`src/design/pif_pkg.sv`:
```
// package: constants and carriers of the pwm interrupt flag block
package pif_pkg;

  // ----------------------------------------------------------------
  // geometry
  // ----------------------------------------------------------------
  localparam int PIF_N_GROUPS = 2;
  localparam int PIF_N_CH     = 4;
  localparam int PIF_CNT_W    = 16;
  localparam int PIF_ADDR_W   = 12;
  localparam int PIF_DATA_W   = 32;

  // ----------------------------------------------------------------
  // address map
  // ----------------------------------------------------------------
  localparam int                  PIF_GRP_SEL_BIT = 8;
  localparam logic [7:0]          PIF_OFF_ENABLE  = 8'h40;
  localparam logic [7:0]          PIF_OFF_FLAGS   = 8'h44;
  localparam logic [PIF_ADDR_W-1:0] PIF_GRP_A_BASE = 12'h000;
  localparam logic [PIF_ADDR_W-1:0] PIF_GRP_B_BASE = 12'h100;

  // ----------------------------------------------------------------
  // field layout and reset values
  // ----------------------------------------------------------------
  localparam int PIF_PERIOD_LSB  = 0;
  localparam int PIF_DUTY_LSB    = 8;
  localparam int PIF_TYPE_LO_BIT = 16;
  localparam int PIF_TYPE_HI_BIT = 17;
  localparam int PIF_PAIR_SPLIT  = 2;

  localparam logic [31:0] PIF_ENABLE_MASK = 32'h0003_0F0F;
  localparam logic [31:0] PIF_FLAGS_MASK  = 32'h0000_0F0F;
  localparam logic [31:0] PIF_ENABLE_RST  = 32'h0000_0000;
  localparam logic [31:0] PIF_FLAGS_RST   = 32'h0000_0000;

  // ----------------------------------------------------------------
  // bus encodings
  // ----------------------------------------------------------------
  localparam logic       PIF_HRESP_OKAY = 1'b0;
  localparam logic [1:0] PIF_HTRANS_IDLE = 2'h0;

  // ----------------------------------------------------------------
  // carriers
  // ----------------------------------------------------------------
  // one channel's counter view, supplied by the counter logic
  typedef struct packed {
    logic [PIF_CNT_W-1:0] count;
    logic [PIF_CNT_W-1:0] comparator_value;
    logic [PIF_CNT_W-1:0] period_value;
    logic                 step;
    logic                 down;
    logic                 center;
  } pif_chan_s;

  typedef struct packed {
    logic [PIF_N_GROUPS-1:0][31:0] irq_enable_reg;
    logic [PIF_N_GROUPS-1:0][31:0] irq_flag_reg;
    logic                          dp_write;
    logic                          dp_grp;
    logic                          dp_enable;
    logic                          dp_flags;
    logic [31:0]                   rdata;
  } pif_state_s;

endpackage

```
`src/design/pif_irq.sv`:
```
// pwm interrupt enable and flag logic for two groups of four channels
//
// Notes on behaviour
// - pair 0/1 type bit 16 picks period event
// - pair 2/3 type bit 17 picks period event
// - type bits only matter in center-aligned mode
// - duty interrupt enables at bits 11..8
// - period interrupt enables at bits 3..0
// - duty flag sets on down-count comparator match
// - write one clears duty flag, zero keeps
// - edge mode, comparator equals period: no duty
// - period flag sets on selected counter condition
// - write one clears only those period flags
// - two identical groups, pairs 0/1,2/3 and 4/5,6/7
`timescale 1ns/1ps

module pif_irq
  import pif_pkg::*;
#(
  parameter int N_GROUPS = PIF_N_GROUPS,
  parameter int N_CH     = PIF_N_CH
) (
  // clock and reset
  input  wire logic                      i_clk,
  input  wire logic                      i_rst_n,
  // ahb-lite slave
  input  wire logic                      i_hsel,
  input  wire logic [PIF_ADDR_W-1:0]     i_haddr,
  input  wire logic [1:0]                i_htrans,
  input  wire logic                      i_hwrite,
  input  wire logic [2:0]                i_hsize,
  input  wire logic [PIF_DATA_W-1:0]     i_hwdata,
  input  wire logic                      i_hready,
  output logic                           o_hreadyout,
  output logic                           o_hresp,
  output logic      [PIF_DATA_W-1:0]     o_hrdata,
  // counter view, channel g*4+c
  input  pif_chan_s [N_GROUPS*N_CH-1:0]  i_chan,
  // interrupts
  output logic      [N_GROUPS-1:0]       o_irq_grp,
  output logic                           o_irq
);

  // ----------------------------------------------------------------
  // elaboration checks
  // ----------------------------------------------------------------
  if (N_GROUPS != PIF_N_GROUPS || N_CH != PIF_N_CH) begin : g_chk
    $error("pif_irq: only two groups of four channels are supported");
  end

  // ----------------------------------------------------------------
  // channel event detection
  // ----------------------------------------------------------------
  logic [N_GROUPS-1:0][N_CH-1:0] duty_ev;
  logic [N_GROUPS-1:0][N_CH-1:0] period_ev;
  pif_state_s                    st_q;
  pif_state_s                    st_d;

  for (genvar g = 0; g < N_GROUPS; g++) begin : g_grp
    for (genvar c = 0; c < N_CH; c++) begin : g_ch
      pif_chan_s ch;
      logic      type_sel;
      logic      at_zero;
      logic      at_period;
      logic      at_cmp;
      logic      cmp_eq_prd;

      assign ch         = i_chan[g*N_CH+c];
      assign at_zero    = (ch.count == '0);
      assign at_period  = (ch.count == ch.period_value);
      assign at_cmp     = (ch.count == ch.comparator_value);
      assign cmp_eq_prd = (ch.comparator_value == ch.period_value);

      // pair 0/1 uses the low type bit, pair 2/3 the high one
      if (c < PIF_PAIR_SPLIT) begin : g_lo
        assign type_sel = st_q.irq_enable_reg[g][PIF_TYPE_LO_BIT];
      end else begin : g_hi
        assign type_sel = st_q.irq_enable_reg[g][PIF_TYPE_HI_BIT];
      end

      // duty event: down count reaching the comparator
      assign duty_ev[g][c] = ch.step && ch.down && at_cmp &&
                             !(!ch.center && cmp_eq_prd);

      // period event: underflow, or period match when selected
      assign period_ev[g][c] = ch.step &&
                               ((ch.center && type_sel) ? at_period
                                                        : (ch.down && at_zero));
    end
  end

  // ----------------------------------------------------------------
  // ahb-lite address phase decode
  // ----------------------------------------------------------------
  logic       ap_valid;
  logic       ap_grp;
  logic       ap_in_map;
  logic       ap_enable;
  logic       ap_flags;
  logic [7:0] ap_off;

  assign ap_valid  = i_hsel && i_hready && (i_htrans[1] != 1'b0);
  assign ap_grp    = i_haddr[PIF_GRP_SEL_BIT];
  assign ap_off    = i_haddr[7:0];
  assign ap_in_map = ((i_haddr & ~PIF_GRP_B_BASE) == PIF_GRP_A_BASE) ||
                     ((i_haddr & ~PIF_GRP_B_BASE) == (i_haddr & '0));
  assign ap_enable = ap_valid && (ap_off == PIF_OFF_ENABLE) &&
                     (i_haddr[PIF_ADDR_W-1:PIF_GRP_SEL_BIT+1] == '0);
  assign ap_flags  = ap_valid && (ap_off == PIF_OFF_FLAGS) &&
                     (i_haddr[PIF_ADDR_W-1:PIF_GRP_SEL_BIT+1] == '0);

  // ----------------------------------------------------------------
  // next state
  // ----------------------------------------------------------------
  always_comb begin
    logic [31:0] set_v;
    logic [31:0] clr_v;
    logic [31:0] rd_v;
    set_v = '0;
    clr_v = '0;
    rd_v  = '0;
    st_d  = st_q;

    // data phase of a previous write
    if (st_q.dp_write && st_q.dp_enable) begin
      st_d.irq_enable_reg[st_q.dp_grp] = i_hwdata & PIF_ENABLE_MASK;
    end

    for (int g = 0; g < N_GROUPS; g++) begin
      set_v = '0;
      clr_v = '0;
      for (int c = 0; c < N_CH; c++) begin
        set_v[PIF_DUTY_LSB+c]   = duty_ev[g][c];
        set_v[PIF_PERIOD_LSB+c] = period_ev[g][c];
      end
      if (st_q.dp_write && st_q.dp_flags && (st_q.dp_grp == g[0])) begin
        clr_v = i_hwdata & PIF_FLAGS_MASK;
      end
      // a new event wins over a clear in the same cycle
      st_d.irq_flag_reg[g] = ((st_q.irq_flag_reg[g] & ~clr_v) | set_v)
                             & PIF_FLAGS_MASK;
    end

    // capture the address phase
    st_d.dp_write  = ap_valid && i_hwrite;
    st_d.dp_grp    = ap_grp;
    st_d.dp_enable = ap_enable;
    st_d.dp_flags  = ap_flags;

    // read data is fetched in the address phase
    if (ap_valid && !i_hwrite) begin
      if (ap_enable) begin
        rd_v = st_d.irq_enable_reg[ap_grp];
      end else if (ap_flags) begin
        rd_v = st_q.irq_flag_reg[ap_grp];
      end else begin
        rd_v = '0;
      end
      st_d.rdata = rd_v;
    end else if (ap_valid && !ap_in_map) begin
      st_d.rdata = '0;
    end
  end

  // ----------------------------------------------------------------
  // state register
  // ----------------------------------------------------------------
  always_ff @(posedge i_clk or negedge i_rst_n) begin
    if (!i_rst_n) begin
      st_q.irq_enable_reg <= {N_GROUPS{PIF_ENABLE_RST}};
      st_q.irq_flag_reg   <= {N_GROUPS{PIF_FLAGS_RST}};
      st_q.dp_write       <= 1'b0;
      st_q.dp_grp         <= 1'b0;
      st_q.dp_enable      <= 1'b0;
      st_q.dp_flags       <= 1'b0;
      st_q.rdata          <= '0;
    end else begin
      st_q <= st_d;
    end
  end

  // ----------------------------------------------------------------
  // outputs
  // ----------------------------------------------------------------
  assign o_hreadyout = 1'b1;
  assign o_hresp     = PIF_HRESP_OKAY;
  assign o_hrdata    = st_q.rdata;

  for (genvar g = 0; g < N_GROUPS; g++) begin : g_irq
    assign o_irq_grp[g] = |(st_q.irq_flag_reg[g] & st_q.irq_enable_reg[g]
                            & PIF_FLAGS_MASK);
  end

  assign o_irq = |o_irq_grp;

endmodule

```
`config.mk`:
```
export PLATFORM = sky130hd
export DESIGN_NAME = pif_irq
export DESIGN_NICKNAME = d
export VERILOG_FILES = /design/src/design/pif_pkg.sv /design/src/design/pif_irq.sv
export SDC_FILE = /design/constraint.sdc
export NUM_CORES = 1
export LEC_CHECK = 0
export BUFFER_PORTS_ARGS = -buffer_cell sky130_fd_sc_hd__buf_4
export CAP_MARGIN = 20
export CORE_AREA = 2 2 192 194
export DETAILED_ROUTE_END_ITERATION = 10
export DIE_AREA = 0 0 194 196
export PLACE_DENSITY = 0.55
export SYNTH_ARGS = -nofsm -noshare
export SYNTH_HDL_FRONTEND = slang
export SYNTH_SLANG_ARGS = --single-unit
```
`constraint.sdc`:
```
create_clock -name i_clk -period 2 [get_ports i_clk]
set_clock_uncertainty 0.2 [all_clocks]
set_input_delay 0.1 -clock i_clk [delete_from_list [all_inputs] [get_ports i_clk]]
set_output_delay 0.1 -clock i_clk [all_outputs]
set_load 0.01 [all_outputs]
```
==> impl_metrics.py, run 1 <==
metrics = {
    "outcome": {
        "status": "complete, but fails checks",
        "violations": "hold timing",
    },
    "cells_and_area": {
        "final_cell_mix": "483 x buf_4, 263 x dlygate4sd3_1, 250 x xnor2_1",
        "regArea_mm2": 0.00290,
        "nets": 2191,
        "multi_input_area_mm2": 0.00642,
        "fin_cells": 2211,
        "areaGrowthSynthToFinish_pct": 79.0,
        "drive_above_1_share": 0.336,
        "fill_cells": 3367,
        "final_area_mm2": 0.0170,
        "mostFrequentLayoutCell": "buf_4",
    },
    "die": {
        "ioPinCount": 499,
        "die_y_um": 196,
        "rows": 70,
        "die-width_um": 194,
        "core_area_mm2": 0.0361,
        "start_util": 0.263,
        "die_area_mm2": 0.0380,
    },
    "placement": {
        "dp_slack_ns": 0.104,
        "dpl.cell_count": 1908,
        "dpl-instance-area_mm2": 0.0134,
        "dp_hpwl_mm": 32.7,
        "io_buffers": 470,
        "place_congestion": 0.961,
    },
    "setup_path": {
        "critical_path_class": "flip-flop to output pin",
        "worstSetupEndpointType": "output pin",
        "r2r_end": "st_q[39]",
        "reg2reg_setup_slack_ns": 0.17,
        "r2r_start": "g_grp[0].g_ch[2].type_sel",
        "worstPathArrival_ns": 1.65,
        "required_ns": 1.70,
        "worstRegToRegCells": 6,
        "start_kind": "flip-flop",
        "crit_fanout": 2,
    },
    "clock_network": {
        "cts_tree": "built",
        "cts_sinks": 116,
        "clk_pin_slew_worst_paths_ns": 0.06,
        "insertion_delay_ns": 0.42,
        "cts_inserted_buffers": 17,
        "htreeDepth": 4,
        "root_buffer": "clkbuf_16",
        "clock_path_buffers": 2,
    },
    "global_routing": {
        "grt_antenna_before_repair": 1,
        "globalRoute.totalOverflow": 0,
        "grt_max_degree": 53,
        "grt_pass1_vias": 11700,
        "grt_first_pass_wirelength_mm": 64.0,
        "grtUsageTotal": 0.216,
    },
    "sta": {
        "rsz0062_at_grt": "true",
        "timing.fmax_mhz": 512,
        "finalWorstSetupSlack_ns": 0.0454,
        "final_hold_viol_count": 7,
        "setup_tns_ns": 0,
        "slew_headroom": 0.648,
        "holdWs_ns": -0.0402,
        "fin_crit_sh": 0.977,
        "fin_crit_ns": 1.95,
        "tightest_slew_ns": 0.523,
        "setup_viol": 0,
        "slew_viol_final": 0,
    },
    "synthesis": {
        "synthFlopType": "dfrtp_1",
        "synth.distinct_cells": 30,
        "synth_nets": 1468,
        "avgSynthCellArea_um2": 9.42,
        "synth-async-reset-ratio": 1.00,
        "synthCells": 1006,
        "ys_seq_area_frac": 0.306,
        "syn_area_mm2": 0.00947,
        "synth_seq_cells": 116,
        "synth_edf_count": 0,
        "yosys_warnings": 0,
    },
    "route": {
        "first_iter_violations": 362,
        "post_drt_wl_per_cell_um": 19.0,
        "ant_nets": 0,
        "wirelength_mm": 42.1,
        "via_count": 10400,
        "route.detailed.drc": 0,
        "drt-pass1-iter-count": 4,
        "avgViaCountPerCell": 4.70,
    },
    "power_and_ir_drop": {
        "p_per_area_mw_per_mm2": 478,
        "leakagePower_nw": 7.29,
        "ir_drop_v": 0.000443,
    },
    "min_path": {
        "hp-class": "primary input to flip-flop",
        "min_to": "st_q[36]",
        "whs_path_depth": 6,
        "min-delay-start": "i_chan[47]",
    },
    "run": {
        "maxCapViolCount": 0,
    },
}
[how the worst max path moves through the flow]
stage / from / end / cells after the start
4_1_cts: i_chan[200] / st_q[47] / 8
6_report: st_q[46] / o_irq / 4
3_3_place_gp: i_haddr[5] / o_hrdata[0] / 6
3_5_place_dp: i_haddr[5] / o_hrdata[31] / 6
5_1_grt: i_chan[6] / st_q[36] / 8
2_1_floorplan: st_q[35] / o_hrdata[10] / 5
[cell usage after synthesis (3+ instances only)]
cell type,count,share of area
xnor2_1,256,0.24
buf_6,3,0.0036
xor2_1,128,0.12
buf_4,34,0.027
a21oi_1,8,0.0042
mux2_2,28,0.033
mux2i_1,32,0.034
and2_1,45,0.030
nor2_1,13,0.0052
nand2_1,63,0.025
dfrtp_1,116,0.31
o21ai_0,6,0.0032
o21ai_1,31,0.016
nor4_1,72,0.048
nand4_1,91,0.060
nand3_1,18,0.0095
buf_2,4,0.0021
clkbuf_1,8,0.0032
nor3_1,18,0.0095
a22oi_1,16,0.013
o2bb2ai_1,4,0.0037
[power breakdown]
part / leakage (nW) / internal, W / switching (W) / total, W
combinational: 5.42 / 0.00147 / 0.00104 / 0.00251
sequential: 1.57 / 0.00237 / 0.0000219 / 0.00239
clock: 0.300 / 0.00200 / 0.00121 / 0.00321
[cell families after synthesis]
family | after synthesis | share of synthesized area
AO/OA/AOI/OAI | 65 | 0.0401
XOR/XNOR | 384 | 0.355
AND/OR/NAND/NOR | 327 | 0.194
flip-flops | 116 | 0.306
multiplexers | 60 | 0.0671
buffers and inverters | 52 | 0.0370
other | 2 | 0.000793
[sequential cells by signal (all words and copies together) (netlist names)]
name                 count
g_grp.g_ch.type_sel      4
st_q                    80
o_hrdata                32
[area by class of cell]
class,count,area share
Multi-Input combinational cell,838,0.379
Timing Repair Buffer,755,0.379
Sequential cell,116,0.171
Tap cell,468,0.0345
Clock buffer,17,0.0251
Clock inverter,15,0.0114
Inverter,1,0.000221
Antenna cell,1,0.000148
[critical path: stages, from the launching register on]
cell and delay [ns]:
dfrtp_1 0.41, a22oi_2 0.24, nand4_1 0.17, or2_4 0.28, buf_6 0.13
[per-stage QoR]
stage | utilization | power (W)
final | 0.470 | 0.00811
after global routing | 0.470 | 0.00847
after CTS | 0.468 | 0.00817
after detailed placement | 0.372 | 0.00443
after global placement | 0.372 | 0.00443
after floorplan | - | 0.00319
[timing repair]
item | 4_1_cts | 5_1_grt
cloned | 0 | 0
endpoints found under the hold margin | 164 | 3
hold buffers | 275 | 13
pin swaps | 4 | 33
setup buffers | 7 | 0
gates resized for setup | 7 | 28
setup endpoints to repair | 1 | 13
[metal layers]
| layer | track usage | vias up | part of all wire |
|---|---|---|---|
| met5 | 0 | - | 0 |
| met4 | 0.0833 | 0 | 0.036 |
| met3 | 0.0395 | 102 | 0.054 |
| met2 | 0.398 | 450 | 0.51 |
| met1 | 0.246 | 4879 | 0.40 |
| li1 | - | 4966 | - |
Note: power is estimated with default switching activity, not from simulation.
==> run 2, diff against run 1 <==
--- a/config.mk
+++ b/config.mk
@@ -7,10 +7,10 @@
 export LEC_CHECK = 0
 export BUFFER_PORTS_ARGS = -buffer_cell sky130_fd_sc_hd__buf_4
 export CAP_MARGIN = 20
-export CORE_AREA = 2 2 192 194
+export CORE_AREA = 2 2 194 196
 export DETAILED_ROUTE_END_ITERATION = 10
-export DIE_AREA = 0 0 194 196
-export PLACE_DENSITY = 0.55
+export DIE_AREA = 0 0 196 198
+export PLACE_DENSITY = 0.54
 export SYNTH_ARGS = -nofsm -noshare
 export SYNTH_HDL_FRONTEND = slang
 export SYNTH_SLANG_ARGS = --single-unit
==> run 2 against run 1 <==
  * The run still ends with hold timing left
  * Routed wire length down 2.3%
  * Die area up 2.1%
  * Register-to-register slack worse by 0.02 ns
  * First-iteration DRC count up 5.0%
  * Global-route usage down 0.50 points
  * Flip-flop and latch count unchanged
  * Clock power down 5%
  * Maximum frequency up 1.4%
  * Total power down 3.0%
  * Final cell count down 1.8%
  * Sequential power about the same
  * Critical endpoint unchanged
  * Largest power group unchanged
==> impl_metrics.py, run 2 (synthesis results as in run 1) <==
metrics = {
    "placement": {
        "place_congestion": 0.985,
        "io_buffers": 470,
        "dp_hpwl_mm": 32.9,
        "dp_slack_ns": 0.0901,
    },
    "sta": {
        "finalWorstSetupSlack_ns": 0.0719,
        "timing.fmax_mhz": 519,
        "setup_viol": 0,
        "slew_viol_final": 0,
        "tightest_slew_ns": 0.657,
        "slew_headroom": 0.562,
        "holdWs_ns": -0.0576,
        "fin_crit_sh": 0.964,
        "setup_tns_ns": 0,
        "fin_crit_ns": 1.93,
        "final_hold_viol_count": 7,
    },
    "die": {
        "ioPinCount": 499,
        "start_util": 0.256,
        "die_area_mm2": 0.0388,
        "die-width_um": 196,
        "rows": 71,
        "die_y_um": 198,
        "core_area_mm2": 0.0370,
    },
    "min_path": {
        "hp-class": "primary input to flip-flop",
        "whs_path_depth": 6,
        "min-delay-start": "i_chan[32]",
        "min_to": "st_q[44]",
    },
    "setup_path": {
        "r2r_start": "g_grp[0].g_ch[2].type_sel",
        "crit_path_cell_trace": "a22oi_2, nand4_1, or2_4, buf_4",
        "slowest_delay_ns": 0.40,
        "crit_fanout": 2,
        "r2r_end": "st_q[38]",
        "startpoint": "st_q[108]",
        "critical_path_class": "flip-flop to output pin",
        "start_kind": "flip-flop",
        "required_ns": 1.70,
        "worstSetupEndpointType": "output pin",
        "worstPathArrival_ns": 1.63,
        "slowest_stage": "dfrtp_1",
        "reg2reg_setup_slack_ns": 0.15,
        "worstRegToRegCells": 6,
    },
    "route": {
        "route.detailed.drc": 0,
        "wirelength_mm": 41.1,
        "first_iter_violations": 380,
        "avgViaCountPerCell": 4.72,
        "drt-pass1-iter-count": 5,
        "via_count": 10200,
        "ant_nets": 0,
        "post_drt_wl_per_cell_um": 18.9,
    },
    "cells_and_area": {
        "regMostFlops": "st_q",
        "areaGrowthSynthToFinish_pct": 73.3,
        "largest_register_ff_count": 80,
        "final_util": 0.444,
        "final_cell_mix": "480 x buf_4, 252 x xnor2_1, 220 x dlygate4sd3_1",
        "mostFrequentLayoutCell": "buf_4",
        "drive_above_1_share": 0.339,
        "nets": 2144,
    },
    "clock_network": {
        "cts_tree": "built",
        "htreeDepth": 4,
        "cts_sinks": 116,
        "insertion_delay_ns": 0.42,
        "clock_path_buffers": 2,
        "clk_pin_slew_worst_paths_ns": 0.06,
        "cts_inserted_buffers": 17,
        "root_buffer": "clkbuf_16",
    },
    "power_and_ir_drop": {
        "power.total_w": 0.00787,
        "p_per_area_mw_per_mm2": 479,
        "ir_drop_v": 0.000535,
        "leakagePower_nw": 7.04,
    },
    "outcome": {
        "violations": "hold timing",
        "status": "complete, but fails checks",
    },
    "global_routing": {
        "grt_max_degree": 117,
        "grt_pass1_vias": 11300,
        "grt_first_pass_wirelength_mm": 63.1,
        "grt_antenna_before_repair": 1,
        "grtUsageTotal": 0.210,
        "globalRoute.totalOverflow": 0,
    },
    "run": {
        "maxCapViolCount": 0,
    },
}
-- run 2: critical path, delay by kind of cell, from the launching register on --
family / cells / cell delay [ns]
AO/OA/AOI/OAI: 1 / 0.22
buffers and inverters: 1 / 0.15
flip-flops: 1 / 0.40
AND/OR/NAND/NOR: 2 / 0.44
-- run 2: layer usage --
layer | track usage | share of wire | up-vias
met1 | 0.239 | 0.40 | 4873
met5 | 0 | 0 | -
met3 | 0.0393 | 0.057 | 78
met4 | 0.0763 | 0.032 | 0
li1 | - | - | 4872
met2 | 0.392 | 0.51 | 421
-- run 2: cell type report --
cell class              instances  area [µm²]
clock inverters                13         148
clock buffers                  19         453
multi-input cells             838        6370
fillers                      3578       20500
repair buffers                708        5940
inverters                       1        3.75
diodes                          2        5.00
flip-flops and latches        116        2910
well taps                     474         593
-- run 2: worst max path at each step --
stage | to | slack (ns) | cells past startpoint
floorplan | o_hrdata[10] | 0.38 | 5
global placement | o_hrdata[0] | 0.08 | 6
detailed placement | o_hrdata[31] | 0.09 | 6
CTS | st_q[46] | 0.02 | 8
global route | st_q[69] | -0.05 | 8
finish | o_irq | 0.07 | 4
-- run 2: timing repair --
action | 4_1_cts | 5_1_grt
endpoints found under the hold margin | 166 | 2
buffers inserted | 4 | 0
gates cloned | 0 | 0
pin swaps | 5 | 18
hold buffers | 222 | 8
setup endpoints to repair | 1 | 11
gates resized for setup | 8 | 22
-- run 2: report_power, final --
group	switching (W)	total [W]	internal, W
Clock	0.00114	0.00305	0.00191
Combinational	0.00101	0.00242	0.00141
Sequential	0.0000238	0.00239	0.00237
Total	0.00217	0.00787	0.00569
-- run 2: metrics by stage --
stage / cell area [µm²] / instances
global route: 16400 / 2170
finish: 16400 / 2171
detailed placement: 13400 / 1910
CTS: 16300 / 2168
floorplan: 9470 / 1006
global placement: 13400 / 1910
==> run 3, diff against run 2 <==
--- a/config.mk
+++ b/config.mk
@@ -7,10 +7,13 @@
 export LEC_CHECK = 0
 export BUFFER_PORTS_ARGS = -buffer_cell sky130_fd_sc_hd__buf_4
 export CAP_MARGIN = 20
+export CELL_PAD_IN_SITES_DETAIL_PLACEMENT = 0
+export CELL_PAD_IN_SITES_GLOBAL_PLACEMENT = 1
 export CORE_AREA = 2 2 194 196
 export DETAILED_ROUTE_END_ITERATION = 10
 export DIE_AREA = 0 0 196 198
-export PLACE_DENSITY = 0.54
+export PLACE_DENSITY = 0.69
+export RECOVER_POWER = 25
 export SYNTH_ARGS = -nofsm -noshare
 export SYNTH_HDL_FRONTEND = slang
 export SYNTH_SLANG_ARGS = --single-unit
==> run 3 against run 2 <==
  * The run still ends with hold timing left
  * Via count increased by 1.4%
  * Final area increased by 1.3%
  * Register-to-register slack got worse by 0.02 ns
  * First-iteration DRC count decreased by 11%
  * Sequential share of layout area decreased by 0.23 points
  * Critical path type is now primary input to flip-flop
  * Hold slack improved by 0.011 ns
  * Routed wire length increased by 1.1%
  * Largest cell class unchanged
  * Largest power group unchanged
==> impl_metrics.py, run 3 (synthesis results as in run 1) <==
metrics = {
    "outcome": {
        "status": "complete, but fails checks",
        "violations": "hold timing",
    },
    "cells_and_area": {
        "final_area_mm2": 0.0166,
        "regMostFlops": "st_q",
        "drive_above_1_share": 0.335,
        "mostFrequentLayoutCell": "buf_4",
        "multi_input_area_mm2": 0.00636,
        "regArea_mm2": 0.00291,
        "final_cell_mix": "485 x buf_4, 254 x xnor2_1, 247 x dlygate4sd3_1",
        "nets": 2175,
        "fill_cells": 3550,
        "final_util": 0.450,
        "areaGrowthSynthToFinish_pct": 75.6,
        "antenna_cells": 0,
        "largest_register_ff_count": 80,
        "fin_cells": 2200,
    },
    "placement": {
        "dp_hpwl_mm": 33.2,
        "place_congestion": 0.934,
        "dpl-instance-area_mm2": 0.0134,
        "dpl.cell_count": 1914,
        "io_buffers": 470,
    },
    "sta": {
        "holdWs_ns": -0.0464,
        "fin_crit_ns": 1.96,
        "slew_headroom": 0.339,
        "tightest_slew_ns": 0.991,
        "final_hold_viol_count": 4,
        "setup_viol": 0,
        "timing.fmax_mhz": 509,
        "fin_crit_sh": 0.982,
        "slew_viol_final": 0,
        "setup_tns_ns": 0,
        "rsz0062_at_grt": "true",
    },
    "clock_network": {
        "insertion_delay_ns": 0.42,
        "clk_pin_slew_worst_paths_ns": 0.06,
        "cts_tree": "built",
        "cts_sinks": 116,
        "root_buffer": "clkbuf_16",
        "clock_path_buffers": 2,
        "cts_inserted_buffers": 17,
        "htreeDepth": 4,
    },
    "global_routing": {
        "grtUsageMet3": 0.0365,
        "grt-busiest-layer": "met2",
        "grt_antenna_before_repair": 0,
        "grt_use_met1": 0.240,
        "grt_first_pass_wirelength_mm": 63.5,
        "grt_max_degree": 41,
        "grtUsageTotal": 0.212,
        "grt_util_met2": 0.396,
        "grt_pass1_vias": 11600,
        "globalRoute.totalOverflow": 0,
    },
    "route": {
        "via_count": 10400,
        "avgViaCountPerCell": 4.72,
        "ant_nets": 0,
        "wirelength_mm": 41.6,
        "drt-pass1-iter-count": 6,
        "post_drt_wl_per_cell_um": 18.9,
        "first_iter_violations": 340,
        "route.detailed.drc": 0,
    },
    "setup_path": {
        "r2r_end": "st_q[39]",
        "critical_path_class": "primary input to flip-flop",
        "worstSetupEndpointType": "flip-flop",
        "worstRegToRegCells": 6,
        "reg2reg_setup_slack_ns": 0.13,
        "start_kind": "primary input",
        "crit_fanout": 2,
        "required_ns": 2.15,
        "worstPathArrival_ns": 2.11,
        "r2r_start": "g_grp[0].g_ch[2].type_sel",
    },
    "die": {
        "rows": 71,
        "die_area_mm2": 0.0388,
        "core_area_mm2": 0.0370,
        "die-width_um": 196,
        "die_y_um": 198,
        "start_util": 0.256,
        "ioPinCount": 499,
    },
    "power_and_ir_drop": {
        "ir_drop_v": 0.000450,
        "leakagePower_nw": 7.15,
        "p_per_area_mw_per_mm2": 468,
    },
    "min_path": {
        "hp-class": "primary input to flip-flop",
        "min_to": "st_q[44]",
        "whs_path_depth": 6,
        "min-delay-start": "i_chan[22]",
    },
    "run": {
        "maxCapViolCount": 0,
    },
}
-- run 3: changes by cell type in the layout (fill, tap and decap cells not counted), sizes merged --
cell / delta
buf: +3
diode: -2
dlygate4sd3: +27
inv: +3
clkbuf: +2
dlymetal6s4s: -3
clkinvlp: -2
bufinv: -1
clkinv: +2
-- run 3: area by class of cell --
| class | count | share of cell area |
|---|---|---|
| multi-input cells | 838 | 0.382 |
| flip-flops and latches | 116 | 0.175 |
| repair buffers | 739 | 0.373 |
| well taps | 474 | 0.0357 |
| inverters | 1 | 0.000226 |
| clock buffers | 17 | 0.0256 |
| clock inverters | 15 | 0.00888 |
-- run 3: worst max path at each step --
stage	startpoint	to	slack (ns)	cells after the start
global placement	i_haddr[5]	o_hrdata[0]	0.13	6
detailed placement	i_haddr[5]	o_hrdata[31]	0.11	6
floorplan	st_q[35]	o_hrdata[10]	0.38	5
global route	i_chan[269]	st_q[69]	-0.06	8
CTS	i_chan[34]	st_q[44]	0.006	8
finish	i_chan[210]	st_q[68]	0.04	8
-- run 3: stage by stage --
step | setup slack [ns] | power, W
after floorplan | 0.384 | 0.00319
after global placement | 0.131 | 0.00444
after detailed placement | 0.107 | 0.00443
after CTS | 0.00599 | 0.00787
after global routing | -0.0579 | 0.00815
final | 0.0362 | 0.00778
-- run 3: timing repair --
item                                    4_1_cts  5_1_grt
hold buffers                                260        4
pin swaps                                     4       21
setup buffers                                 7        0
endpoints found under the setup margin        1       12
resized for setup                             8       18
endpoints found under the hold margin       166        2
-- run 3: per-layer routing --
layer  up-vias  part of all wire
li1       4931                 -
met4         0             0.037
met2       423              0.51
met1      4938              0.40
met3        92             0.057
met5         -                 0
-- run 3: where the power goes --
part | internal [W] | switching [W] | total, W
sequential | 0.00237 | 0.0000226 | 0.00239
clock | 0.00174 | 0.00121 | 0.00295
combinational | 0.00143 | 0.00101 | 0.00244
total | 0.00554 | 0.00224 | 0.00778
-- run 3: worst max-delay path, stage by stage --
cell,delay [ns]
dlygate4sd3_1,0.55
buf_4,0.15
xnor2_1,0.14
dlygate4sd3_1,0.58
nand4_1,0.13
nor4_2,0.26
nand4_1,0.13
nand2_1,0.09
